**src/logic/rafo_defines.svh**
```systemverilog
// Constants of the receive modem register bank: indices, fields, resets.
// Assumes byte address = 4 x register index on a 32-bit register bus.
`ifndef RAFO_DEFINES_SVH
`define RAFO_DEFINES_SVH

// Register indices
`define RAFO_IDX_NOW 8'h26
`define RAFO_IDX_THR 8'h27
`define RAFO_IDX_ANT1 8'h28
`define RAFO_IDX_ANT2 8'h29
`define RAFO_IDX_LIM 8'h2a
`define RAFO_IDX_AFCH 8'h2b
`define RAFO_IDX_OOK1 8'h2c
`define RAFO_IDX_OOK2 8'h2d
`define RAFO_IDX_ISTS 8'h40
`define RAFO_IDX_IMSK 8'h41

// Reset values
`define RAFO_RST_NOW 8'h00
`define RAFO_RST_THR 8'h1e
`define RAFO_RST_ANT 8'h00
`define RAFO_RST_LIM 8'h2a
`define RAFO_RST_AFC 10'h000
`define RAFO_RST_OOK1 6'h2c
`define RAFO_RST_OOK2 8'h00
`define RAFO_RST_IRQ 2'h0
`define RAFO_RST_GAIN 8'h00

// Field positions in the first counter register
`define RAFO_BIT_FRZ 5
`define RAFO_BIT_PEAK 4
`define RAFO_BIT_MA 3

// Interrupt status bits
`define RAFO_IRQ_THR 0
`define RAFO_IRQ_AFC 1

`endif

```
**src/logic/rafo_pkg.sv**
```systemverilog
// Types shared by the register bank and its bus slave.
// Assumes nothing beyond a SystemVerilog compiler.
package rafo_pkg;
  // AXI4-Lite response codes
  typedef enum logic [1:0] {
    RAFO_OKAY = 2'b00,
    RAFO_SLVERR = 2'b10
  } rafo_resp_t;
endpackage

```
**src/logic/rafo_axil_slave.sv**
```systemverilog
// AXI4-Lite slave: turns bus transfers into register strobes.
// Assumes single clock, synchronous active-low reset, index = addr / 4.
`timescale 1ns/100ps
`default_nettype none
module rafo_axil_slave
  import rafo_pkg::*;
#(
  parameter int ADDR_W = 10
) (
  // Clock and reset
  input wire logic clk,
  input wire logic rst_n,
  // AXI4-Lite write channels
  input wire logic [ADDR_W-1:0] s_awaddr,
  input wire logic s_awvalid,
  output logic s_awready,
  input wire logic [31:0] s_wdata,
  input wire logic [3:0] s_wstrb,
  input wire logic s_wvalid,
  output logic s_wready,
  output logic [1:0] s_bresp,
  output logic s_bvalid,
  input wire logic s_bready,
  // AXI4-Lite read channels
  input wire logic [ADDR_W-1:0] s_araddr,
  input wire logic s_arvalid,
  output logic s_arready,
  output logic [31:0] s_rdata,
  output logic [1:0] s_rresp,
  output logic s_rvalid,
  input wire logic s_rready,
  // Register strobes
  output logic wr_en,
  output logic [7:0] wr_idx,
  output logic [7:0] wr_data,
  output logic wr_lane0,
  input wire logic wr_hit,
  output logic rd_en,
  output logic [7:0] rd_idx,
  input wire logic [7:0] rd_data,
  input wire logic rd_hit
);
  if (ADDR_W < 10) begin : g_chk
    $error("rafo_axil_slave: ADDR_W must be at least 10");
  end

  // Word index of a byte address
  function automatic logic [7:0] idx_of(input logic [ADDR_W-1:0] a);
    return a[9:2];
  endfunction

  logic aw_full_reg;
  logic w_full_reg;
  logic [7:0] aw_idx_reg;
  logic [7:0] w_data_reg;
  logic w_lane0_reg;

  // Each channel accepted on its own, held until the response goes out
  assign s_awready = !aw_full_reg && !s_bvalid;
  assign s_wready = !w_full_reg && !s_bvalid;
  assign wr_en = aw_full_reg && w_full_reg && !s_bvalid;
  assign wr_idx = aw_idx_reg;
  assign wr_data = w_data_reg;
  assign wr_lane0 = w_lane0_reg;

  // Write address and data capture
  always_ff @(posedge clk) begin
    if (!rst_n) begin
      aw_full_reg <= 1'b0;
      w_full_reg <= 1'b0;
      aw_idx_reg <= 8'h00;
      w_data_reg <= 8'h00;
      w_lane0_reg <= 1'b0;
    end else begin
      if (s_awvalid && s_awready) begin
        aw_full_reg <= 1'b1;
        aw_idx_reg <= idx_of(s_awaddr);
      end else if (wr_en) begin
        aw_full_reg <= 1'b0;
      end
      if (s_wvalid && s_wready) begin
        w_full_reg <= 1'b1;
        w_data_reg <= s_wdata[7:0];
        w_lane0_reg <= s_wstrb[0];
      end else if (wr_en) begin
        w_full_reg <= 1'b0;
      end
    end
  end

  // Write response
  always_ff @(posedge clk) begin
    if (!rst_n) begin
      s_bvalid <= 1'b0;
      s_bresp <= RAFO_OKAY;
    end else if (wr_en) begin
      s_bvalid <= 1'b1;
      s_bresp <= wr_hit ? RAFO_OKAY : RAFO_SLVERR;
    end else if (s_bready) begin
      s_bvalid <= 1'b0;
    end
  end

  // Read: one cycle from address to data
  assign s_arready = !s_rvalid;
  assign rd_en = s_arvalid && s_arready;
  assign rd_idx = idx_of(s_araddr);

  always_ff @(posedge clk) begin
    if (!rst_n) begin
      s_rvalid <= 1'b0;
      s_rdata <= 32'h0000_0000;
      s_rresp <= RAFO_OKAY;
    end else if (rd_en) begin
      s_rvalid <= 1'b1;
      s_rdata <= {24'h00_0000, rd_data};
      s_rresp <= rd_hit ? RAFO_OKAY : RAFO_SLVERR;
    end else if (s_rready) begin
      s_rvalid <= 1'b0;
    end
  end
endmodule // rafo_axil_slave
`default_nettype wire

```
**src/logic/rafo_regbank.sv**
```systemverilog
// Receive modem register bank: signal strength, frequency correction,
// on-off-keying controls, interrupt status and mask, AXI4-Lite access.
// Assumes modem strobes are synchronous one-cycle pulses on clk.
//
// The AXI4-Lite interface to the registers was chosen for this implementation.
`timescale 1ns/100ps
`default_nettype none
`include "rafo_defines.svh"

// Operation
// - Present strength is an 8-bit read-only value, zero after reset.
// - Strength above the threshold (reset 30) raises the strength interrupt.
// - Strength seen on the first antenna is kept in its own read-only register.
// - Strength seen on the second antenna is kept separately, zero after reset.
// - Upper eight bits of the 10-bit correction read from their own register.
// - Correction latched once per reception, at sync found, then held.
// - Low two correction bits read in bits 7:6 of first counter register.
// - Freeze bit holds the on-off-keying gain control at its setting.
// - Peak detector enabled only while its control bit is high.
// - Moving-average block enabled only while its control bit is high.
// - Counter bits 10:8 sit in bits 2:0 of first counter register.
// - Counter bits 7:0 sit in the second counter register, read-write.
module rafo_regbank
  import rafo_pkg::*;
#(
  parameter int ADDR_W = 10
) (
  // Clock and reset
  input wire logic clk,
  input wire logic rst_n,
  // AXI4-Lite slave
  input wire logic [ADDR_W-1:0] s_awaddr,
  input wire logic s_awvalid,
  output logic s_awready,
  input wire logic [31:0] s_wdata,
  input wire logic [3:0] s_wstrb,
  input wire logic s_wvalid,
  output logic s_wready,
  output logic [1:0] s_bresp,
  output logic s_bvalid,
  input wire logic s_bready,
  input wire logic [ADDR_W-1:0] s_araddr,
  input wire logic s_arvalid,
  output logic s_arready,
  output logic [31:0] s_rdata,
  output logic [1:0] s_rresp,
  output logic s_rvalid,
  input wire logic s_rready,
  // Strength measurement
  input wire logic [7:0] rssi_in,
  input wire logic rssi_valid,
  input wire logic div_capture,
  input wire logic div_ant_sel,
  // Frequency correction
  input wire logic [9:0] afc_corr_in,
  input wire logic rx_start,
  input wire logic sync_found,
  // Gain control
  input wire logic [7:0] agc_gain_in,
  output logic [7:0] agc_gain_out,
  // Demodulator controls
  output logic [7:0] afc_limit,
  output logic ook_agc_freeze,
  output logic peak_det_en,
  output logic ma_en,
  output logic [10:0] ook_count,
  // Interrupt
  output logic irq
);
  if (ADDR_W < 10) begin : g_chk
    $error("rafo_regbank: ADDR_W must be at least 10");
  end

  // Register index is decoded by the bank
  function automatic logic is_mapped(input logic [7:0] idx);
    return (idx >= `RAFO_IDX_NOW && idx <= `RAFO_IDX_OOK2) ||
           idx == `RAFO_IDX_ISTS || idx == `RAFO_IDX_IMSK;
  endfunction

  logic wr_en;
  logic [7:0] wr_idx;
  logic [7:0] wr_data;
  logic wr_lane0;
  logic wr_ok;
  logic rd_en;
  logic [7:0] rd_idx;
  logic [7:0] rd_data;

  logic [7:0] strength_now_reg;
  logic [7:0] threshold_reg;
  logic [7:0] antenna_one_reg;
  logic [7:0] antenna_two_level_reg;
  logic [7:0] limit_reg;
  logic [9:0] afc_reg;
  logic afc_taken_reg;
  logic [5:0] ook_ctrl_reg;
  logic [7:0] ook_low_reg;
  logic [1:0] irq_sts_reg;
  logic [1:0] irq_sts_next;
  logic [1:0] irq_msk_reg;
  logic [7:0] gain_hold_reg;
  logic [1:0] irq_event;

  rafo_axil_slave #(
    .ADDR_W(ADDR_W)
  ) u_bus (
    .clk(clk),
    .rst_n(rst_n),
    .s_awaddr(s_awaddr),
    .s_awvalid(s_awvalid),
    .s_awready(s_awready),
    .s_wdata(s_wdata),
    .s_wstrb(s_wstrb),
    .s_wvalid(s_wvalid),
    .s_wready(s_wready),
    .s_bresp(s_bresp),
    .s_bvalid(s_bvalid),
    .s_bready(s_bready),
    .s_araddr(s_araddr),
    .s_arvalid(s_arvalid),
    .s_arready(s_arready),
    .s_rdata(s_rdata),
    .s_rresp(s_rresp),
    .s_rvalid(s_rvalid),
    .s_rready(s_rready),
    .wr_en(wr_en),
    .wr_idx(wr_idx),
    .wr_data(wr_data),
    .wr_lane0(wr_lane0),
    .wr_hit(is_mapped(wr_idx)),
    .rd_en(rd_en),
    .rd_idx(rd_idx),
    .rd_data(rd_data),
    .rd_hit(is_mapped(rd_idx))
  );

  // Only byte lane 0 carries the 8-bit registers
  assign wr_ok = wr_en && wr_lane0;

  // Present strength follows each measurement
  always_ff @(posedge clk) begin
    if (!rst_n) begin
      strength_now_reg <= `RAFO_RST_NOW;
    end else if (rssi_valid) begin
      strength_now_reg <= rssi_in;
    end
  end

  // Diversity captures per antenna
  always_ff @(posedge clk) begin
    if (!rst_n) begin
      antenna_one_reg <= `RAFO_RST_ANT;
      antenna_two_level_reg <= `RAFO_RST_ANT;
    end else if (div_capture) begin
      if (!div_ant_sel) begin
        antenna_one_reg <= rssi_in;
      end else begin
        antenna_two_level_reg <= rssi_in;
      end
    end
  end

  // Correction latched at first sync of a reception
  always_ff @(posedge clk) begin
    if (!rst_n) begin
      afc_reg <= `RAFO_RST_AFC;
      afc_taken_reg <= 1'b0;
    end else if (rx_start) begin
      afc_taken_reg <= 1'b0;
    end else if (sync_found && !afc_taken_reg) begin
      afc_reg <= afc_corr_in;
      afc_taken_reg <= 1'b1;
    end
  end

  // Software-written settings
  always_ff @(posedge clk) begin
    if (!rst_n) begin
      threshold_reg <= `RAFO_RST_THR;
      limit_reg <= `RAFO_RST_LIM;
      ook_ctrl_reg <= `RAFO_RST_OOK1;
      ook_low_reg <= `RAFO_RST_OOK2;
      irq_msk_reg <= `RAFO_RST_IRQ;
    end else if (wr_ok) begin
      unique case (wr_idx)
        `RAFO_IDX_THR: threshold_reg <= wr_data;
        `RAFO_IDX_LIM: limit_reg <= wr_data;
        `RAFO_IDX_OOK1: ook_ctrl_reg <= wr_data[5:0];
        `RAFO_IDX_OOK2: ook_low_reg <= wr_data;
        `RAFO_IDX_IMSK: irq_msk_reg <= wr_data[1:0];
        default: ;
      endcase
    end
  end

  // Events: strength above threshold, correction latched
  assign irq_event[`RAFO_IRQ_THR] = strength_now_reg > threshold_reg;
  assign irq_event[`RAFO_IRQ_AFC] = sync_found && !afc_taken_reg && !rx_start;

  // Sticky status, write one to clear, set wins over clear
  always_comb begin
    irq_sts_next = irq_sts_reg;
    if (wr_ok && wr_idx == `RAFO_IDX_ISTS) begin
      irq_sts_next = irq_sts_next & ~wr_data[1:0];
    end
    irq_sts_next = irq_sts_next | irq_event;
  end

  always_ff @(posedge clk) begin
    if (!rst_n) begin
      irq_sts_reg <= `RAFO_RST_IRQ;
    end else begin
      irq_sts_reg <= irq_sts_next;
    end
  end

  assign irq = |(irq_sts_reg & irq_msk_reg);

  // Gain control hold while frozen
  always_ff @(posedge clk) begin
    if (!rst_n) begin
      gain_hold_reg <= `RAFO_RST_GAIN;
    end else if (!ook_ctrl_reg[`RAFO_BIT_FRZ]) begin
      gain_hold_reg <= agc_gain_in;
    end
  end

  // Demodulator control outputs
  assign agc_gain_out = gain_hold_reg;
  assign afc_limit = limit_reg;
  assign ook_agc_freeze = ook_ctrl_reg[`RAFO_BIT_FRZ];
  assign peak_det_en = ook_ctrl_reg[`RAFO_BIT_PEAK];
  assign ma_en = ook_ctrl_reg[`RAFO_BIT_MA];
  assign ook_count = {ook_ctrl_reg[2:0], ook_low_reg};

  // Read mux, free of side effects
  always_comb begin
    unique case (rd_idx)
      `RAFO_IDX_NOW: rd_data = strength_now_reg;
      `RAFO_IDX_THR: rd_data = threshold_reg;
      `RAFO_IDX_ANT1: rd_data = antenna_one_reg;
      `RAFO_IDX_ANT2: rd_data = antenna_two_level_reg;
      `RAFO_IDX_LIM: rd_data = limit_reg;
      `RAFO_IDX_AFCH: rd_data = afc_reg[9:2];
      `RAFO_IDX_OOK1: rd_data = {afc_reg[1:0], ook_ctrl_reg};
      `RAFO_IDX_OOK2: rd_data = ook_low_reg;
      `RAFO_IDX_ISTS: rd_data = {6'h00, irq_sts_reg};
      `RAFO_IDX_IMSK: rd_data = {6'h00, irq_msk_reg};
      default: rd_data = 8'h00;
    endcase
  end
endmodule // rafo_regbank
`default_nettype wire

```
**config.mk**
```make
export PLATFORM = sky130hd
export DESIGN_NAME = rafo_regbank
export DESIGN_NICKNAME = d
export VERILOG_FILES = /design/src/logic/rafo_pkg.sv /design/src/logic/rafo_axil_slave.sv /design/src/logic/rafo_regbank.sv
export VERILOG_INCLUDE_DIRS = /design/src /design/src/logic
export SDC_FILE = /design/constraint.sdc
export NUM_CORES = 1
export LEC_CHECK = 0
export ABC_AREA = 0
export CELL_PAD_IN_SITES_DETAIL_PLACEMENT = 1
export CELL_PAD_IN_SITES_GLOBAL_PLACEMENT = 1
export CORE_MARGIN = 2
export CORE_UTILIZATION = 47
export DETAILED_ROUTE_END_ITERATION = 12
export DONT_BUFFER_PORTS = 1
export PLACE_DENSITY_LB_ADDON = 0.3
export SYNTH_ARGS = -nofsm -noshare
export SYNTH_HDL_FRONTEND = slang
export SYNTH_SLANG_ARGS = --single-unit
```
**constraint.sdc**
```tcl
create_clock -name clk -period 2.4 [get_ports clk]
set_clock_uncertainty 0.2 [all_clocks]
set_input_delay 0.24 -clock clk [delete_from_list [all_inputs] [get_ports clk]]
set_output_delay 0.24 -clock clk [all_outputs]
set_load 0.03 [all_outputs]
```
==> results.yml <==
setup_path:
  r2r_slack_ns: 0.22
  r2r_start: "afc_limit[0]$_SDFFE_PN0P_"
  path_cells: "mux2_2, and4_1, a311oi_1, dlygate4sd3_1, o21ai_1"
  cp-end-kind: "flip-flop"
  worst_ep_required_time_ns: 2.47
  critPathSlowestCell: "dlygate4sd3_1"
  r2r-end: "u_bus.s_rdata[0]$_SDFFE_PN0P_"
  startpoint_type: "flip-flop"
  crit_arrival_ns: 2.25
  critical-path-max-stage-delay_ns: 0.60
  cp_max_fo: 3
  crit_type: "flip-flop to flip-flop"
  ff2ff_path_depth: 5
global_routing:
  grt_pass1_wl_um: 22200
  grt_pass1_vias: 4193
  grt.overflow.total: 0
  grt_max_degree: 102
  antenna_found_initial: 0
  grtUsageTotal: 0.245
sta:
  maxSlewViolCount: 0
  hold_viol_final: 0
  rsz0062_at_grt: "false"
  fmax_ghz: 0.458
  relSlewSlack: 0.314
  tightest_slew_ns: 1.01
  fin_setup_tns_ns: 0
  setup_viol: 0
  min_period_ns: 2.18
  fin_crit_sh: 0.910
  fin_ws_ns: 0.217
pwr:
  power.density_nw_per_um2: 594
  p_leak_nw: 2.56
  ir_drop_mv: 0.371
logic_synthesis:
  ys_seq_area_frac: 0.412
  synth_area_leaders: "dfxtp_1, mux2i_1, nand2_1"
  syn_area_sq_um: 5250
  synth_seq_cells: 108
  synth-warning-count: 0
  synthCells: 568
  yosys-top-cells-count: "dfxtp_1, nand2_1, mux2i_1"
  synth_cell_types: 53
  synth_enable_flop_cells: 0
  syn_avg_cell_area_sq_um: 9.24
  synth_area_leader_cell: "dfxtp_1"
  synth_most_common_cell: "dfxtp_1"
  synth_flop_cell: "dfxtp_1"
  synthArstFlopShare: 0
  yosysTopAreaCellShare: 0.412
die:
  coreArea_sq_um: 10900
  die_h_um: 110
  row_count: 38
  fp.dieW_um: 110
  die_area_sq_um: 12000
  initial_core_util: 0.482
  pin_count: 166
finish:
  seqCellArea_sq_um: 2160
  fillers: 1224
  largest_reg_flops: 10
  antenna_cells: 0
  area_growth_pct: 15.4
  final_nets: 713
  drive_gt1_frac: 0.0763
  multi_input_area_sq_um: 2790
cts:
  h-tree-depth: 3
  ctsResizeCount: 0
  ctsRootBufferMaster: "clkbuf_8"
  clk_latency_ns: 0.39
  cts_buffers: 9
  cts.sinks: 108
  cts_setup_buffers: 0
  clkTransAtPathRegs_ns: 0.10
  cts_max_path_buffers: 2
  tritoncts: "built"
status:
  run_status: "completed"
placed_design:
  io_buffers: 0
  place.gp.congestion: 0.815
  place_ws_ns: 0.279
  place_hpwl_um: 9700
routing:
  vias: 4057
  drt-total-wl_um: 14200
  antenna_left: 0
  routed_via_density: 5.37
  drt_first_pass_iters: 4
  drc: 0
  post_drt_wl_per_cell_um: 18.7
  drt_iter0_drc: 202
flow_run:
  drv_cap: 0
min_path:
  hold_depth: 3
  min_to: "u_bus.s_rdata[1]$_SDFFE_PN0P_"
  worstHoldStart: "s_araddr[3]"
  hp-class: "input pin to flip-flop"
repair_timing:
| action | in CTS | in global routing |
|---|---|---|
| hold buffers | 58 | 0 |
| hold endpoints to repair | 105 | 0 |
| setup endpoints to repair | 0 | 0 |
logic make-up after synthesis:
kind of cell / Yosys count / synth area share
AOI/OAI and AO/OA: 92 / 0.119
adders and majority gates: 8 / 0.0191
buffers and inverters: 70 / 0.0734
DFF: 108 / 0.412
muxes: 84 / 0.165
other: 1 / 0.000715
and+or+nand+nor: 205 / 0.211
layer usage:
metal / GRT usage / vias to the layer above / part of all wire
li1: - / 1979 / -
met2: 0.425 / 114 / 0.50
met5: 0 / - / 0
met1: 0.294 / 1948 / 0.42
met4: 0.0859 / 0 / 0.015
met3: 0.0622 / 16 / 0.067
layout by cell type (no fill, tap or decap), types with 3 or more instances in the layout:
cell,count
o22ai_1,4
ha_1,8
buf_4,8
conb_1,26
nor2b_1,53
clkbuf_8,10
mux2_2,12
o21ai_0,17
clkinvlp_4,3
nand2_1,93
dlygate4sd3_1,57
nand3_1,13
mux2i_1,71
a21boi_0,40
a21oi_1,9
nor2_1,10
and2_1,3
inv_1,11
dfxtp_1,108
nand2b_1,4
a22oi_1,11
power by group:
| part | switching, W | total, W | internal [W] |
|---|---|---|---|
| combinational | 0.000233 | 0.000425 | 0.000191 |
| sequential | 0.0000705 | 0.00192 | 0.00185 |
| clock | 0.000634 | 0.00125 | 0.000614 |
layout make-up:
cell class / count / share of cell area
clock buffers: 10 / 0.0227
clock inverters: 6 / 0.0145
inverters: 11 / 0.00682
multi-input cells: 415 / 0.461
flip-flops and latches: 108 / 0.357
well taps: 140 / 0.0289
repair buffers: 66 / 0.109
metrics by stage:
step | instance area [sq um] | hold WS, ns | utilization | instances | power [W]
floorplan | 5340 | 0.116 | - | 593 | 0.00227
global placement | 5230 | 0.118 | 0.481 | 682 | 0.00225
detailed placement | 5230 | 0.122 | 0.481 | 682 | 0.00227
finish | 6060 | 0.0178 | 0.556 | 756 | 0.00359
CTS | 6060 | 0.00170 | 0.556 | 756 | 0.00362
global route | 6060 | 0.0298 | 0.556 | 756 | 0.00374
critical path: cells and delay by family, from the launching register on:
kind	cells	cell delay (ns)
AO/OA/AOI/OAI	2	0.28
AND/OR/NAND/NOR	1	0.20
buffers and inverters	1	0.60
multiplexers	1	0.33
flip-flops	1	0.45
how the worst max path moves through the flow:
stage / start / end / slack [ns] / cells past startpoint
floorplan: u_bus.s_bvalid$_SDFFE_PN0P_ / ook_ctrl_reg[5]$_SDFFE_PN1P_ / 0.40 / 6
global placement: u_bus.wr_idx[7]$_SDFFE_PN0P_ / ook_ctrl_reg[2]$_SDFFE_PN1P_ / 0.33 / 5
detailed placement: u_bus.wr_idx[7]$_SDFFE_PN0P_ / ook_ctrl_reg[1]$_SDFFE_PN0P_ / 0.28 / 5
CTS: afc_limit[0]$_SDFFE_PN0P_ / u_bus.s_rdata[0]$_SDFFE_PN0P_ / 0.21 / 5
global route: u_bus.wr_idx[7]$_SDFFE_PN0P_ / ook_ctrl_reg[2]$_SDFFE_PN1P_ / 0.14 / 5
finish: afc_limit[0]$_SDFFE_PN0P_ / u_bus.s_rdata[0]$_SDFFE_PN0P_ / 0.22 / 5
Note: power is estimated with default switching activity, not from simulation.
